--- config.mk ---
export PLATFORM = sky130hd
export DESIGN_NAME = pmop_conv_ctrl
export DESIGN_NICKNAME = d
export VERILOG_FILES = /design/src/pmop_pkg.sv /design/src/pmop_blk_if.sv /design/src/pmop_block_asm.sv /design/src/pmop_conv_ctrl.sv
export SDC_FILE = /design/constraint.sdc
export NUM_CORES = 1
export LEC_CHECK = 0
export BUFFER_PORTS_ARGS = -buffer_cell sky130_fd_sc_hd__buf_2
export CAP_MARGIN = 10
export CELL_PAD_IN_SITES_DETAIL_PLACEMENT = 0
export CELL_PAD_IN_SITES_GLOBAL_PLACEMENT = 2
export CORE_UTILIZATION = 30
export DETAILED_ROUTE_END_ITERATION = 7
export HOLD_SLACK_MARGIN = 0.03
export PLACE_DENSITY_LB_ADDON = 0.25
export SYNTH_ARGS = -nofsm -noshare
export SYNTH_HDL_FRONTEND = slang
export SYNTH_SLANG_ARGS = --single-unit
--- constraint.sdc ---
create_clock -name clk_i -period 4.37 [get_ports clk_i]
set_clock_uncertainty 0.2 [all_clocks]
set_input_delay 0.437 -clock clk_i [delete_from_list [all_inputs] [get_ports clk_i]]
set_output_delay 0.437 -clock clk_i [all_outputs]
set_load 0.1 [all_outputs]
--- src/pmop_pkg.sv ---
package pmop_pkg;
	localparam logic [7:0] CMD_CONV_CTRL = 8'h01;
	localparam logic [7:0] CONV_CTRL_RESET = 8'h00;
	localparam int ON_BIT = 7;
	localparam int SOFT_BIT = 6;
	localparam int MARGIN_HI = 5;
	localparam int MARGIN_LO = 2;
	localparam logic [7:0] WRITABLE_MASK = 8'hFC;
	localparam logic [3:0] MARGIN_OFF0 = 4'h0;
	localparam logic [3:0] MARGIN_OFF1 = 4'h1;
	localparam logic [3:0] MARGIN_OFF2 = 4'h2;
	localparam logic [3:0] MARGIN_LOW_IGN = 4'h5;
	localparam logic [3:0] MARGIN_LOW_ACT = 4'h6;
	localparam logic [3:0] MARGIN_HIGH_IGN = 4'h9;
	localparam logic [3:0] MARGIN_HIGH_ACT = 4'hA;
	localparam int BLOCK_BYTES = 6;
	localparam logic [2:0] BYTE_IDX_MAX = 3'h5;
	typedef enum logic [1:0] {
		PMOP_TGT_NOMINAL = 2'b00,
		PMOP_TGT_LOW = 2'b01,
		PMOP_TGT_HIGH = 2'b10
	} pmop_target_t;
	typedef enum logic [1:0] {
		PMOP_ST_OFF = 2'b00,
		PMOP_ST_RUN = 2'b01,
		PMOP_ST_DELAY = 2'b10,
		PMOP_ST_RAMP = 2'b11
	} pmop_state_t;
endpackage : pmop_pkg

--- src/pmop_blk_if.sv ---
interface pmop_blk_if;
	logic clear;
	logic byte_valid;
	logic [7:0] byte_data;
	logic [8*pmop_pkg::BLOCK_BYTES-1:0] value;
	logic [2:0] count;
	modport asm_side (input clear, input byte_valid, input byte_data, output value, output count);
	modport user_side (output clear, output byte_valid, output byte_data, input value, input count);
endinterface : pmop_blk_if

--- src/pmop_block_asm.sv ---
module pmop_block_asm (
	input wire logic clk_i,
	input wire logic reset_n_i,
	pmop_blk_if.asm_side blk
);
	logic [8*pmop_pkg::BLOCK_BYTES-1:0] value_reg, value_next;
	logic [2:0] count_reg, count_next;

	always_comb begin
		value_next = value_reg;
		count_next = count_reg;
		if (blk.clear) begin
			value_next = '0;
			count_next = 3'h0;
		end else if (blk.byte_valid && count_reg <= pmop_pkg::BYTE_IDX_MAX) begin
			// First byte lands in bits 7:0, each later one eight bits higher
			value_next[count_reg*8 +: 8] = blk.byte_data;
			count_next = count_reg + 3'h1;
		end
	end

	always_ff @(posedge clk_i or negedge reset_n_i) begin
		if (!reset_n_i) begin
			value_reg <= '0;
			count_reg <= 3'h0;
		end else begin
			value_reg <= value_next;
			count_reg <= count_next;
		end
	end

	assign blk.value = value_reg;
	assign blk.count = count_reg;
endmodule : pmop_block_asm

--- src/pmop_conv_ctrl.sv ---
module pmop_conv_ctrl (
	input wire logic clk_i,
	input wire logic reset_n_i,
	input wire logic cmd_wr_i,
	input wire logic cmd_rd_i,
	input wire logic [7:0] cmd_code_i,
	input wire logic [7:0] wr_data_i,
	output logic [7:0] rd_data_o,
	output logic rd_valid_o,
	output logic cmd_hit_o,
	input wire logic blk_clear_i,
	input wire logic blk_byte_valid_i,
	input wire logic [7:0] blk_byte_i,
	output logic [8*pmop_pkg::BLOCK_BYTES-1:0] blk_value_o,
	output logic [2:0] blk_count_o,
	input wire logic respect_cmd_i,
	input wire logic start_ok_i,
	input wire logic toff_delay_done_i,
	input wire logic vout_zero_i,
	input wire logic ov_uv_detect_i,
	output logic conv_enable_o,
	output logic power_stage_hiz_o,
	output logic soft_stop_o,
	output logic delay_run_o,
	output logic [1:0] margin_target_o,
	output logic fault_mask_o,
	output logic fault_event_o,
	output logic invalid_data_o
);
	logic [7:0] ctrl_reg, ctrl_next;
	logic [7:0] rd_data_reg, rd_data_next;
	logic rd_valid_reg, rd_valid_next;
	logic invalid_reg, invalid_next;
	pmop_pkg::pmop_state_t state_reg, state_next;
	logic [1:0] target_reg, target_next;
	logic mask_reg, mask_next;
	logic fault_reg, fault_next;
	logic hit;
	logic on_req;
	pmop_blk_if blk ();

	function automatic logic code_ok(input logic [3:0] m);
		unique case (m)
			pmop_pkg::MARGIN_OFF0, pmop_pkg::MARGIN_OFF1, pmop_pkg::MARGIN_OFF2,
			pmop_pkg::MARGIN_LOW_IGN, pmop_pkg::MARGIN_LOW_ACT,
			pmop_pkg::MARGIN_HIGH_IGN, pmop_pkg::MARGIN_HIGH_ACT: code_ok = 1'b1;
			default: code_ok = 1'b0;
		endcase
	endfunction : code_ok

	function automatic logic [3:0] margin_of(input logic [7:0] v);
		margin_of = v[pmop_pkg::MARGIN_HI:pmop_pkg::MARGIN_LO];
	endfunction : margin_of

	assign blk.clear = blk_clear_i;
	assign blk.byte_valid = blk_byte_valid_i;
	assign blk.byte_data = blk_byte_i;
	assign blk_value_o = blk.value;
	assign blk_count_o = blk.count;

	pmop_block_asm u_asm (
		.clk_i(clk_i),
		.reset_n_i(reset_n_i),
		.blk(blk.asm_side)
	);

	assign hit = (cmd_code_i == pmop_pkg::CMD_CONV_CTRL);
	assign cmd_hit_o = hit;

	// Register write and read-back; bad codes flag status and are dropped
	always_comb begin
		ctrl_next = ctrl_reg;
		invalid_next = invalid_reg;
		rd_valid_next = 1'b0;
		rd_data_next = rd_data_reg;
		if (cmd_wr_i && hit) begin
			if (code_ok(margin_of(wr_data_i))) begin
				ctrl_next = wr_data_i & pmop_pkg::WRITABLE_MASK;
			end else begin
				invalid_next = 1'b1;
			end
		end
		if (cmd_rd_i && hit) begin
			rd_data_next = ctrl_reg & pmop_pkg::WRITABLE_MASK;
			rd_valid_next = 1'b1;
		end
	end

	always_ff @(posedge clk_i or negedge reset_n_i) begin
		if (!reset_n_i) begin
			ctrl_reg <= pmop_pkg::CONV_CTRL_RESET;
			invalid_reg <= 1'b0;
			rd_valid_reg <= 1'b0;
			rd_data_reg <= 8'h00;
		end else begin
			ctrl_reg <= ctrl_next;
			invalid_reg <= invalid_next;
			rd_valid_reg <= rd_valid_next;
			rd_data_reg <= rd_data_next;
		end
	end

	// Command-respect gate: with it clear the on bit has no say in the sequencer
	assign on_req = ctrl_reg[pmop_pkg::ON_BIT] && respect_cmd_i;

	// Conversion sequencer
	always_comb begin
		state_next = state_reg;
		unique case (state_reg)
			pmop_pkg::PMOP_ST_OFF: begin
				if (on_req && start_ok_i) begin
					state_next = pmop_pkg::PMOP_ST_RUN;
				end
			end
			pmop_pkg::PMOP_ST_RUN: begin
				if (!on_req) begin
					if (ctrl_reg[pmop_pkg::SOFT_BIT]) begin
						state_next = pmop_pkg::PMOP_ST_DELAY;
					end else begin
						state_next = pmop_pkg::PMOP_ST_OFF;
					end
				end
			end
			pmop_pkg::PMOP_ST_DELAY: begin
				if (toff_delay_done_i) begin
					state_next = pmop_pkg::PMOP_ST_RAMP;
				end
			end
			pmop_pkg::PMOP_ST_RAMP: begin
				if (vout_zero_i) begin
					state_next = pmop_pkg::PMOP_ST_OFF;
				end
			end
		endcase
	end

	always_ff @(posedge clk_i or negedge reset_n_i) begin
		if (!reset_n_i) begin
			state_reg <= pmop_pkg::PMOP_ST_OFF;
		end else begin
			state_reg <= state_next;
		end
	end

	// Margin target and fault masking; fault event suppressed while masked
	always_comb begin
		target_next = pmop_pkg::PMOP_TGT_NOMINAL;
		mask_next = 1'b0;
		unique case (margin_of(ctrl_reg))
			pmop_pkg::MARGIN_LOW_IGN: begin
				target_next = pmop_pkg::PMOP_TGT_LOW;
				mask_next = ctrl_reg[pmop_pkg::ON_BIT];
			end
			pmop_pkg::MARGIN_LOW_ACT: begin
				target_next = pmop_pkg::PMOP_TGT_LOW;
			end
			pmop_pkg::MARGIN_HIGH_IGN: begin
				target_next = pmop_pkg::PMOP_TGT_HIGH;
				mask_next = ctrl_reg[pmop_pkg::ON_BIT];
			end
			pmop_pkg::MARGIN_HIGH_ACT: begin
				target_next = pmop_pkg::PMOP_TGT_HIGH;
			end
			default: begin
				target_next = pmop_pkg::PMOP_TGT_NOMINAL;
			end
		endcase
		fault_next = ov_uv_detect_i && !mask_next;
	end

	always_ff @(posedge clk_i or negedge reset_n_i) begin
		if (!reset_n_i) begin
			target_reg <= pmop_pkg::PMOP_TGT_NOMINAL;
			mask_reg <= 1'b0;
			fault_reg <= 1'b0;
		end else begin
			target_reg <= target_next;
			mask_reg <= mask_next;
			fault_reg <= fault_next;
		end
	end

	assign rd_data_o = rd_data_reg;
	assign rd_valid_o = rd_valid_reg;
	assign invalid_data_o = invalid_reg;
	assign conv_enable_o = (state_reg != pmop_pkg::PMOP_ST_OFF);
	assign power_stage_hiz_o = (state_reg == pmop_pkg::PMOP_ST_OFF);
	assign delay_run_o = (state_reg == pmop_pkg::PMOP_ST_DELAY);
	assign soft_stop_o = (state_reg == pmop_pkg::PMOP_ST_RAMP);
	assign margin_target_o = target_reg;
	assign fault_mask_o = mask_reg;
	assign fault_event_o = fault_reg;
endmodule : pmop_conv_ctrl

==> flow_metrics.env, run 1 <==
export IMPL_cellPowerDensity_nw_per_um2=350
export IMPL_max_vdd_drop_mv=0.147
export IMPL_run_status="complete, no violations"
export IMPL_ys_async_rst_share=1.00
export IMPL_final_tns_setup_ps=0
export IMPL_synth_flop_cell="dfrtp_1"
export IMPL_yosysTopAreaCellShare=0.579
export IMPL_fin_crit_period_ps=2910
export IMPL_dr_first_iter_drc_count=91
export IMPL_most_common_cell_after_layout_fill_and_taps_aside="buf_2"
export IMPL_drv_slew=0
export IMPL_tightest_slew_ps=1070
export IMPL_die_h_um=103
export IMPL_synthesis_area_um2=3070
export IMPL_min_path_type="in -> async"
export IMPL_grt_use_total=0.155
export IMPL_final_setup_viol_count=0
export IMPL_place_detailed_instances=472
export IMPL_core_um2=9860
export IMPL_synth_seq_area_share=0.579
export IMPL_first_global_vias=2157
export IMPL_route_detailed_drc=0
export IMPL_static_leakage_power_nw=2.08
export IMPL_grt_max_degree=49
export IMPL_cap_violations=0
export IMPL_max_clock_freq_mhz=344
export IMPL_path_clk_slew_ps=80
export IMPL_ios=105
export IMPL_postLayoutCoreUtil=0.390
export IMPL_hpwl_mm=5.42
export IMPL_clock_sink_count=71
export IMPL_critical_path_slowest_cell="or4b_2"
export IMPL_largest_register_ff_count=48
export IMPL_cp_start_kind="register"
export IMPL_slew_limit_headroom=0.289
export IMPL_cts_tree="yes"
export IMPL_clkLatencyLatePin_ps=330
export IMPL_syn_mean_instance_area_um2=12.3
export IMPL_flop_and_latch_count_out_of_synthesis=71
export IMPL_yosysWarningCount=0
export IMPL_vias_per_cell=4.71
export IMPL_count_of_placed_standard_cells_in_the_final_layout_fillers_left_out=488
export IMPL_synth_enable_flop_cells=0
export IMPL_rsz0062_at_grt="no"
export IMPL_crit_type="reg -> reg"
export IMPL_critPathRequiredTime_ps=4360
export IMPL_mostFrequentLayoutCells="buf_2, dfrtp_1, nor2_1"
export IMPL_critical_path_most_common_cell="ha_1"
export IMPL_path_buf_inv=1
export IMPL_number_of_standard_cell_rows_in_the_floorplan=36
export IMPL_detail_route_wl_per_cell_um=15.9
export IMPL_initial_core_util=0.311
export IMPL_area_of_the_multi_input_gates_um2=1200
export IMPL_routed_vias=2297
export IMPL_final_net_count=390
export IMPL_worst_path_largest_cell_delay_ps=860
export IMPL_layout_drive_gt1_share=0.386
export IMPL_globalRouteOverflowTotal=0
export IMPL_place_congestion=0.782
export IMPL_portBuffers=100
export IMPL_yosysTopAreaCell="dfrtp_1"
export IMPL_post_cts_buffers=0
export IMPL_tritoncts_num_buffers=9
export IMPL_critical_path_cell_by_cell="inv_1 > ha_1 > ha_1 > nand2b_1 > or4b_2 > mux2i_1 > nor2_1"
export IMPL_drt_wl_total_mm=7.78
export IMPL_arrival_ps=2900
export IMPL_wire_length_of_the_first_global_routing_pass_mm=12.0
export IMPL_cts_root_buffer_cell="clkbuf_8"
export IMPL_crit_path_max_fanout=11
export IMPL_fill_cells=999
export IMPL_fp_dieArea_um2=10600
export IMPL_clock_tree_htree_level_count=3
export IMPL_yosysUniqueCellTypes=41
export IMPL_synth_cells=249
export IMPL_n_antenna_cell=0
export IMPL_final_hold_violation_count=0
export IMPL_end_kind="register"
export IMPL_postCtsResizedCells=0
export IMPL_placedInstanceArea_um2=3670
export IMPL_antenna_found_initial=0
export IMPL_chipWidth_um=103
export IMPL_timing_final_crit_share=0.666
export IMPL_max_clock_path_buffers=2
export IMPL_stdcell_area_um2=3850
export IMPL_synthTopCellsByArea="dfrtp_1, mux2i_1, a22o_1, mux2_2, nor2_1"
export IMPL_drtAntennaViolNets=0
export IMPL_detailed_router_iteration_count_before_antenna_repair=4
export IMPL_crit_family="simple AND/OR/NAND/NOR gates"
export IMPL_register_area_um2=1780
export IMPL_cts_hold_buffers=0
export IMPL_area_growth_synth_to_final_pct=25.3
[metrics by stage]
step           hold WS [ps]  total power, mW  setup slack, ps
2_1_floorplan         -58.6            0.840             1160
3_3_place_gp            246            0.900             1540
3_5_place_dp            256            0.900             1490
4_1_cts                80.6             1.37             1460
5_1_grt                89.5             1.42             1300
6_report               94.2             1.35             1460
[kinds of logic (layout without fill, tap and decap cells)]
kind of cell,Yosys count,in the layout,share of synthesized area
AOI/OAI and AO/OA,40,40,0.102
muxes,32,32,0.109
other,1,2,0.00122
xor gates and xnor gates,4,4,0.0114
adders and majority gates,5,5,0.0204
DFF,71,71,0.579
buffers and inverters,17,122,0.0310
and+or+nand+nor,79,79,0.146
[report_power, final]
group | switching, mW | total, mW | internal [mW]
registers | 0.0114 | 0.679 | 0.667
clock network | 0.244 | 0.462 | 0.218
logic | 0.156 | 0.206 | 0.0500
total | 0.412 | 1.35 | 0.936
[routing by layer]
| layer | vias to the layer above | GRT usage | wire length, um |
|---|---|---|---|
| met2 | 51 | 0.243 | 3850 |
| li1 | 1085 | - | - |
| met1 | 1157 | 0.210 | 3560 |
| met4 | 0 | 0.0423 | 66 |
| met3 | 4 | 0.0434 | 308 |
| met5 | - | 0 | 0 |
[cell usage after synthesis, drive strengths merged, types with 2 or more instances]
cell type	number
nand2	13
a22o	22
nand3b	9
o211ai	2
mux2	12
buf	6
xnor2	4
nor3b	3
clkbuf	6
nor2b	4
ha	5
a31oi	2
o21ai	8
or4b	2
nor2	29
nand2b	2
dfrtp	71
nor4	3
inv	5
mux2i	20
nor3	5
and4b	2
and2	2
[path summary, 6_finish.rpt]
| path | startpoint | to | slack (ps) | depth (start not counted) |
|---|---|---|---|---|
| max | u_asm.blk.count[0]$_DFFE_PN0P_ | u_asm.blk.value[9]$_DFFE_PN0P_ | 1460 | 7 |
| min in group clk_i | vout_zero_i | register | 100 | 2 |
| max reg2reg | u_asm.blk.count[0]$_DFFE_PN0P_ | u_asm.blk.value[9]$_DFFE_PN0P_ | 1460 | 7 |
| min | reset_n_i | u_asm.blk.value[31]$_DFFE_PN0P_ | 90 | 1 |
| max in group asynchronous | reset_n_i | margin_target_o[1]$_DFF_PN0_ | 2950 | 2 |
| min reg2reg | invalid_data_o$_DFFE_PN0P_ | invalid_data_o$_DFFE_PN0P_ | 270 | 1 |
[layout make-up]
class | instances | share of cell area
clock inverters | 6 | 0.00943
repair buffers | 101 | 0.132
clock buffers | 10 | 0.0358
flip-flops and latches | 71 | 0.462
well taps | 133 | 0.0433
inverters | 5 | 0.00488
multi-input cells | 162 | 0.313
Power figures use the tool's default switching activity.
==> inputs of run 2 (changes only) <==
--- a/config.mk
+++ b/config.mk
@@ -5,6 +5,7 @@
 export SDC_FILE = /design/constraint.sdc
 export NUM_CORES = 1
 export LEC_CHECK = 0
+export ABC_AREA = 1
 export BUFFER_PORTS_ARGS = -buffer_cell sky130_fd_sc_hd__buf_2
 export CAP_MARGIN = 10
 export CELL_PAD_IN_SITES_DETAIL_PLACEMENT = 0
==> constraint.sdc (replaced) <==
create_clock -name clk_i -period 2.7 [get_ports clk_i]
set_clock_uncertainty 0.2 [all_clocks]
set_input_delay 0.27 -clock clk_i [delete_from_list [all_inputs] [get_ports clk_i]]
set_output_delay 0.27 -clock clk_i [all_outputs]
set_load 0.1 [all_outputs]
==> flow_metrics.env, run 2 <==
export IMPL_synth_flop_cell="dfrtp_1"
export IMPL_portBuffers=100
export IMPL_max_clock_freq_mhz=443
export IMPL_final_hold_violation_count=0
export IMPL_yosysWarningCount=0
export IMPL_hpwl_mm=6.97
export IMPL_clock_tree_htree_level_count=3
export IMPL_syn_mean_instance_area_um2=8.57
export IMPL_drv_slew=0
export IMPL_fp_dieArea_um2=12300
export IMPL_min_path_type="in -> reg"
export IMPL_area_growth_synth_to_final_pct=29.2
export IMPL_yosysTopAreaCellShare=0.498
export IMPL_fin_crit_period_ps=2260
export IMPL_postCtsResizedCells=0
export IMPL_yosysUniqueCellTypes=34
export IMPL_synth_cells=416
export IMPL_yosysTopAreaCell="dfrtp_1"
export IMPL_synthesis_area_um2=3560
export IMPL_layout_drive_gt1_share=0.289
export IMPL_wl_met3_um=645
export IMPL_tightest_slew_ps=582
export IMPL_max_vdd_drop_mv=0.291
export IMPL_antenna_found_initial=0
export IMPL_yosys_top_cells_count="nand2_1, dfrtp_1, nand4_1, nor2_1"
export IMPL_end_kind="register"
export IMPL_run_status="finished with violations"
export IMPL_initial_core_util=0.310
export IMPL_path_clk_slew_ps=60
export IMPL_critPathRequiredTime_ps=2770
export IMPL_core_um2=11500
export IMPL_die_h_um=111
export IMPL_critical_path_slowest_cell="ha_1"
export IMPL_postLayoutCoreUtil=0.400
export IMPL_crit_type="reg -> reg"
export IMPL_crit_path_max_fanout=9
export IMPL_detail_route_wl_per_cell_um=13.9
export IMPL_final_tns_setup_ps=0
export IMPL_grt_use_total=0.165
export IMPL_clkLatencyLatePin_ps=330
export IMPL_max_clock_path_buffers=2
export IMPL_post_synth_top_count_cell="nand2_1"
export IMPL_hold_ws_ps=42.8
export IMPL_n_antenna_cell=0
export IMPL_synth_enable_flop_cells=0
export IMPL_synth_seq_area_share=0.498
export IMPL_ys_async_rst_share=1.00
export IMPL_routed_vias=3108
export IMPL_number_of_standard_cell_rows_in_the_floorplan=39
export IMPL_mostFrequentLayoutCells="nand2_1, buf_2, dfrtp_1"
export IMPL_drtAntennaViolNets=0
export IMPL_cap_violations=0
export IMPL_fill_cells=1203
export IMPL_clock_sink_count=71
export IMPL_cts_root_buffer_cell="clkbuf_16"
export IMPL_ios=105
export IMPL_drt_wl_total_mm=9.45
export IMPL_vias_per_cell=4.56
export IMPL_place_congestion=0.747
export IMPL_critical_path_most_common_cell="ha_1"
export IMPL_dr_max_layer_used="met4"
export IMPL_cellPowerDensity_nw_per_um2=576
export IMPL_failed_checks="design-rule violations"
export IMPL_wire_length_of_the_first_global_routing_pass_mm=15.8
export IMPL_first_global_vias=3168
export IMPL_met2WireLength_mm=4.38
export IMPL_detail_route_wirelength_met1_mm=4.33
export IMPL_tritoncts_num_buffers=9
export IMPL_route_detailed_drc=10
export IMPL_dr_first_iter_drc_count=150
export IMPL_final_setup_viol_count=0
export IMPL_globalRouteOverflowTotal=0
export IMPL_synthTopCellsByArea="dfrtp_1, nand2_1, nand4_1, nand3_1, nor2_1"
export IMPL_grt_max_degree=44
export IMPL_largest_register_ff_count=48
export IMPL_chipWidth_um=111
export IMPL_final_net_count=574
export IMPL_critical_path_cell_by_cell="inv_1 > ha_1 > ha_1 > buf_4 > nand3_2 > nor2_2 > nand3_1 > nand2_1"
export IMPL_arrival_ps=2330
export IMPL_most_common_cell_after_layout_fill_and_taps_aside="nand2_1"
export IMPL_cp_start_kind="register"
export IMPL_slew_limit_headroom=0.612
export IMPL_worst_path_largest_cell_delay_ps=390
export IMPL_detailed_router_iteration_count_before_antenna_repair=7
export IMPL_cts_tree="yes"
export IMPL_static_leakage_power_nw=2.63
export IMPL_flop_and_latch_count_out_of_synthesis=71
export IMPL_rsz0062_at_grt="no"
export IMPL_timing_final_crit_share=0.837
-- run 2: cell count changes in the layout (fill, tap and decap cells not counted), moves of 6 or more --
cell,delta
a22o_1,-22
clkbuf_16,+9
clkbuf_8,-10
dlygate4sd3_1,+16
inv_1,+24
mux2_2,-12
mux2i_1,-20
nand2_1,+125
nand2_4,+6
nand3_1,+28
nand3b_1,-8
nand4_1,+47
-- run 2: logic make-up (layout without fill, tap and decap cells) --
| kind of cell | after synthesis | in the layout | share of synthesized area |
|---|---|---|---|
| and+or+nand+nor | 275 | 275 | 0.380 |
| DFF | 71 | 71 | 0.498 |
| buffers and inverters | 49 | 171 | 0.0709 |
| AOI/OAI and AO/OA | 15 | 15 | 0.0323 |
| adders and majority gates | 5 | 5 | 0.0176 |
| other | 1 | 2 | 0.00105 |
-- run 2: final cells by class --
| type | instances | area [um2] | area share |
|---|---|---|---|
| clock buffers | 10 | 229 | 0.0497 |
| clock inverters | 6 | 37.5 | 0.00815 |
| inverters | 34 | 140 | 0.0304 |
| multi-input cells | 297 | 1540 | 0.335 |
| flip-flops and latches | 71 | 1780 | 0.386 |
| well taps | 143 | 179 | 0.0389 |
| repair buffers | 121 | 698 | 0.152 |
-- run 2: final timing paths --
check	from	endpoint	slack (ps)	cells past startpoint
max	u_asm.blk.count[1]$_DFFE_PN0P_	u_asm.blk.value[34]$_DFFE_PN0P_	440	8
min reg2reg	u_asm.blk.value[10]$_DFFE_PN0P_	u_asm.blk.value[10]$_DFFE_PN0P_	270	2
min	cmd_wr_i	invalid_data_o$_DFFE_PN0P_	40	3
min in group asynchronous	reset_n_i	u_asm.blk.value[38]$_DFFE_PN0P_	180	2
max reg2reg	u_asm.blk.count[1]$_DFFE_PN0P_	u_asm.blk.value[34]$_DFFE_PN0P_	440	8
max in group asynchronous	reset_n_i	rd_data_o[3]$_DFFE_PN0P_	1260	4
-- run 2: repair_timing --
item	in CTS	in global routing
buffers inserted	0	0
hold buffers	16	0
endpoints found under the hold margin	28	0
endpoints found under the setup margin	0	0
-- run 2: stage by stage --
stage	setup WS (ps)	cells	cell area, um2	total power, mW
CTS	437	682	4600	2.70
floorplan	93.1	417	3570	1.48
detailed placement	458	650	4180	1.59
finish	441	682	4600	2.65
global placement	493	650	4180	1.59
global route	258	682	4600	2.77
-- run 2: critical path, delay by kind of cell, from the launching register on --
| kind | cells | cell delay (ps) |
|---|---|---|
| fa+ha+maj | 2 | 610 |
| buf+inv | 2 | 310 |
| flops | 1 | 370 |
| simple gates | 4 | 700 |
-- run 2: where the power goes --
group	internal [mW]	switching (mW)	leakage, nW
Combinational	0.108	0.378	1.51
Clock	0.618	0.450	0.136
Sequential	1.08	0.0155	0.984
-- run 2: per-layer routing --
layer,up-vias,GRT usage
met5,-,0
met4,0,0.0548
li1,1595,-
met1,1424,0.209
met3,9,0.0508
met2,80,0.266
==> inputs of run 3 (changes only) <==
--- a/config.mk
+++ b/config.mk
@@ -10,7 +10,7 @@
 export CAP_MARGIN = 10
 export CELL_PAD_IN_SITES_DETAIL_PLACEMENT = 0
 export CELL_PAD_IN_SITES_GLOBAL_PLACEMENT = 2
-export CORE_UTILIZATION = 30
+export CORE_UTILIZATION = 27
 export DETAILED_ROUTE_END_ITERATION = 7
 export HOLD_SLACK_MARGIN = 0.03
 export PLACE_DENSITY_LB_ADDON = 0.25
==> constraint.sdc (replaced) <==
create_clock -name clk_i -period 1.83 [get_ports clk_i]
set_clock_uncertainty 0.2 [all_clocks]
set_input_delay 0.183 -clock clk_i [delete_from_list [all_inputs] [get_ports clk_i]]
set_output_delay 0.183 -clock clk_i [all_outputs]
set_load 0.1 [all_outputs]
==> flow_metrics.env, run 3 (same netlist as run 2, synthesis figures left out) <==
export IMPL_vias_per_cell=4.49
export IMPL_hold_depth=6
export IMPL_end_kind="register"
export IMPL_n_antenna_cell=0
export IMPL_design_power_total_mw=4.61
export IMPL_drtAntennaViolNets=0
export IMPL_portBuffers=100
export IMPL_cp_start_kind="register"
export IMPL_globalRouteOverflowTotal=0
export IMPL_grt_use_total=0.165
export IMPL_max_vdd_drop_mv=0.425
export IMPL_final_setup_viol_count=47
export IMPL_max_clock_path_buffers=2
export IMPL_timing_final_crit_share=1.05
export IMPL_postLayoutCoreUtil=0.432
export IMPL_final_critical_path_setup_slack_ps=-93.7
export IMPL_wire_length_of_the_first_global_routing_pass_mm=17.0
export IMPL_static_leakage_power_nw=2.94
export IMPL_area_growth_synth_to_final_pct=54.1
export IMPL_layout_drive_gt1_share=0.399
export IMPL_clock_tree_htree_level_count=3
export IMPL_timing_rr_end="u_asm.blk.value[19]$_DFFE_PN0P_"
export IMPL_largest_register_ff_count=48
export IMPL_core_um2=12700
export IMPL_hp_start="cmd_code_i[4]"
export IMPL_detailed_router_iteration_count_before_antenna_repair=4
export IMPL_path_clk_slew_ps=50
export IMPL_routed_vias=3417
export IMPL_ff2ff_path_depth=9
export IMPL_crit_type="reg -> reg"
export IMPL_cts_tree="yes"
export IMPL_ff2ff_setup_slack_ps=-90
export IMPL_critPathRequiredTime_ps=1850
export IMPL_detail_route_wl_per_cell_um=13.7
export IMPL_final_net_count=624
export IMPL_ios=105
export IMPL_min_path_type="in -> reg"
export IMPL_cts_root_buffer_cell="clkbuf_16"
export IMPL_mostFrequentLayoutCells="nand2_1, buf_2, dfrtp_1"
export IMPL_failed_checks="negative setup slack"
export IMPL_dp_worst_setup_slack_ps=-152
export IMPL_number_of_standard_cell_rows_in_the_floorplan=41
export IMPL_drv_slew=0
export IMPL_first_global_vias=3407
export IMPL_hold_ws_ps=48.2
export IMPL_antenna_found_initial=0
export IMPL_run_status="finished with violations"
export IMPL_dr_first_iter_drc_count=101
export IMPL_cellPowerDensity_nw_per_um2=839
export IMPL_clkLatencyLatePin_ps=330
export IMPL_fp_dieArea_um2=13700
export IMPL_most_common_cell_after_layout_fill_and_taps_aside="nand2_1"
export IMPL_rr_startpoint="u_asm.blk.count[0]$_DFFE_PN0P_"
export IMPL_chipWidth_um=117
export IMPL_route_detailed_drc=0
export IMPL_cap_violations=0
export IMPL_max_clock_freq_mhz=520
export IMPL_arrival_ps=1940
export IMPL_fill_cells=1345
export IMPL_grt_max_degree=28
export IMPL_final_hold_violation_count=0
export IMPL_tritoncts_num_buffers=9
export IMPL_crit_path_max_fanout=8
export IMPL_hpwl_mm=7.71
export IMPL_initial_core_util=0.280
export IMPL_fin_crit_period_ps=1920
export IMPL_place_congestion=0.755
export IMPL_clock_sink_count=71
export IMPL_rsz0062_at_grt="yes"
export IMPL_min_to="invalid_data_o$_DFFE_PN0P_"
export IMPL_die_h_um=117
export IMPL_drt_wl_total_mm=10.5
[run 3: cell types whose count changed in the layout (fill, tap and decap cells not counted), sizes merged]
cell / previous run / this run
clkinv: 6 / 2
clkbuf: 10 / 11
bufinv: 0 / 3
buf: 105 / 144
dlygate4sd3: 16 / 25
clkinvlp: 0 / 2
[run 3: report_power, final]
group | internal (mW) | switching [mW]
Clock | 1.37 | 0.662
Sequential | 1.60 | 0.0272
Combinational | 0.302 | 0.644
Total | 3.27 | 1.33
[run 3: metal layers]
layer / wire length (um) / GRT usage
met1: 4800 / 0.210
met5: 0 / 0
met2: 5010 / 0.273
met4: 196 / 0.0667
met3: 444 / 0.0340
[run 3: critical path: stages, from the launching register on]
cell and delay [ps]:
dfrtp_4 450, inv_8 40, ha_4 170, ha_4 300, buf_6 130, nand2_4 50
nor2_4 190, nand2_4 140, nand3_2 90, nand2_1 50
[run 3: worst max path at each step]
stage,from,endpoint,slack (ps),cells past startpoint
after floorplan,u_asm.blk.count[0]$_DFFE_PN0P_,u_asm.blk.value[10]$_DFFE_PN0P_,-430,10
after global placement,u_asm.blk.count[1]$_DFFE_PN0P_,u_asm.blk.value[6]$_DFFE_PN0P_,-100,10
after detailed placement,u_asm.blk.count[0]$_DFFE_PN0P_,u_asm.blk.value[1]$_DFFE_PN0P_,-150,9
after CTS,u_asm.blk.count[0]$_DFFE_PN0P_,u_asm.blk.value[1]$_DFFE_PN0P_,-90,10
after global routing,u_asm.blk.count[1]$_DFFE_PN0P_,u_asm.blk.value[6]$_DFFE_PN0P_,-170,10
final,u_asm.blk.count[0]$_DFFE_PN0P_,u_asm.blk.value[19]$_DFFE_PN0P_,-90,9
[run 3: repair_timing]
| item | 4_1_cts | 5_1_grt |
|---|---|---|
| gates cloned | 0 | 2 |
| setup endpoints to repair | 51 | 50 |
| buffers inserted | 6 | 3 |
| gates resized for setup | 24 | 20 |
| endpoints found under the hold margin | 71 | 0 |
| hold buffers | 25 | 0 |
| pin swaps | 34 | 41 |
[run 3: through the flow]
| step | TNS (ps) | cell area [um2] | instances |
|---|---|---|---|
| floorplan | -19370 | 3710 | 417 |
| global placement | -2690 | 4620 | 709 |
| detailed placement | -3630 | 4620 | 709 |
| CTS | -2030 | 5360 | 756 |
| global route | -6020 | 5490 | 761 |
| finish | -1760 | 5490 | 761 |
[run 3: cell type report]
| class | count | area (um2) | share of cell area |
|---|---|---|---|
| Tap cell | 172 | 215 | 0.0392 |
| Timing Repair Buffer | 169 | 1170 | 0.213 |
| Multi-Input combinational cell | 297 | 1790 | 0.326 |
| Sequential cell | 71 | 1790 | 0.326 |
| Clock inverter | 5 | 106 | 0.0194 |
| Inverter | 34 | 164 | 0.0298 |
| Clock buffer | 11 | 243 | 0.0442 |
| Timing Repair inverter | 2 | 17.5 | 0.00319 |
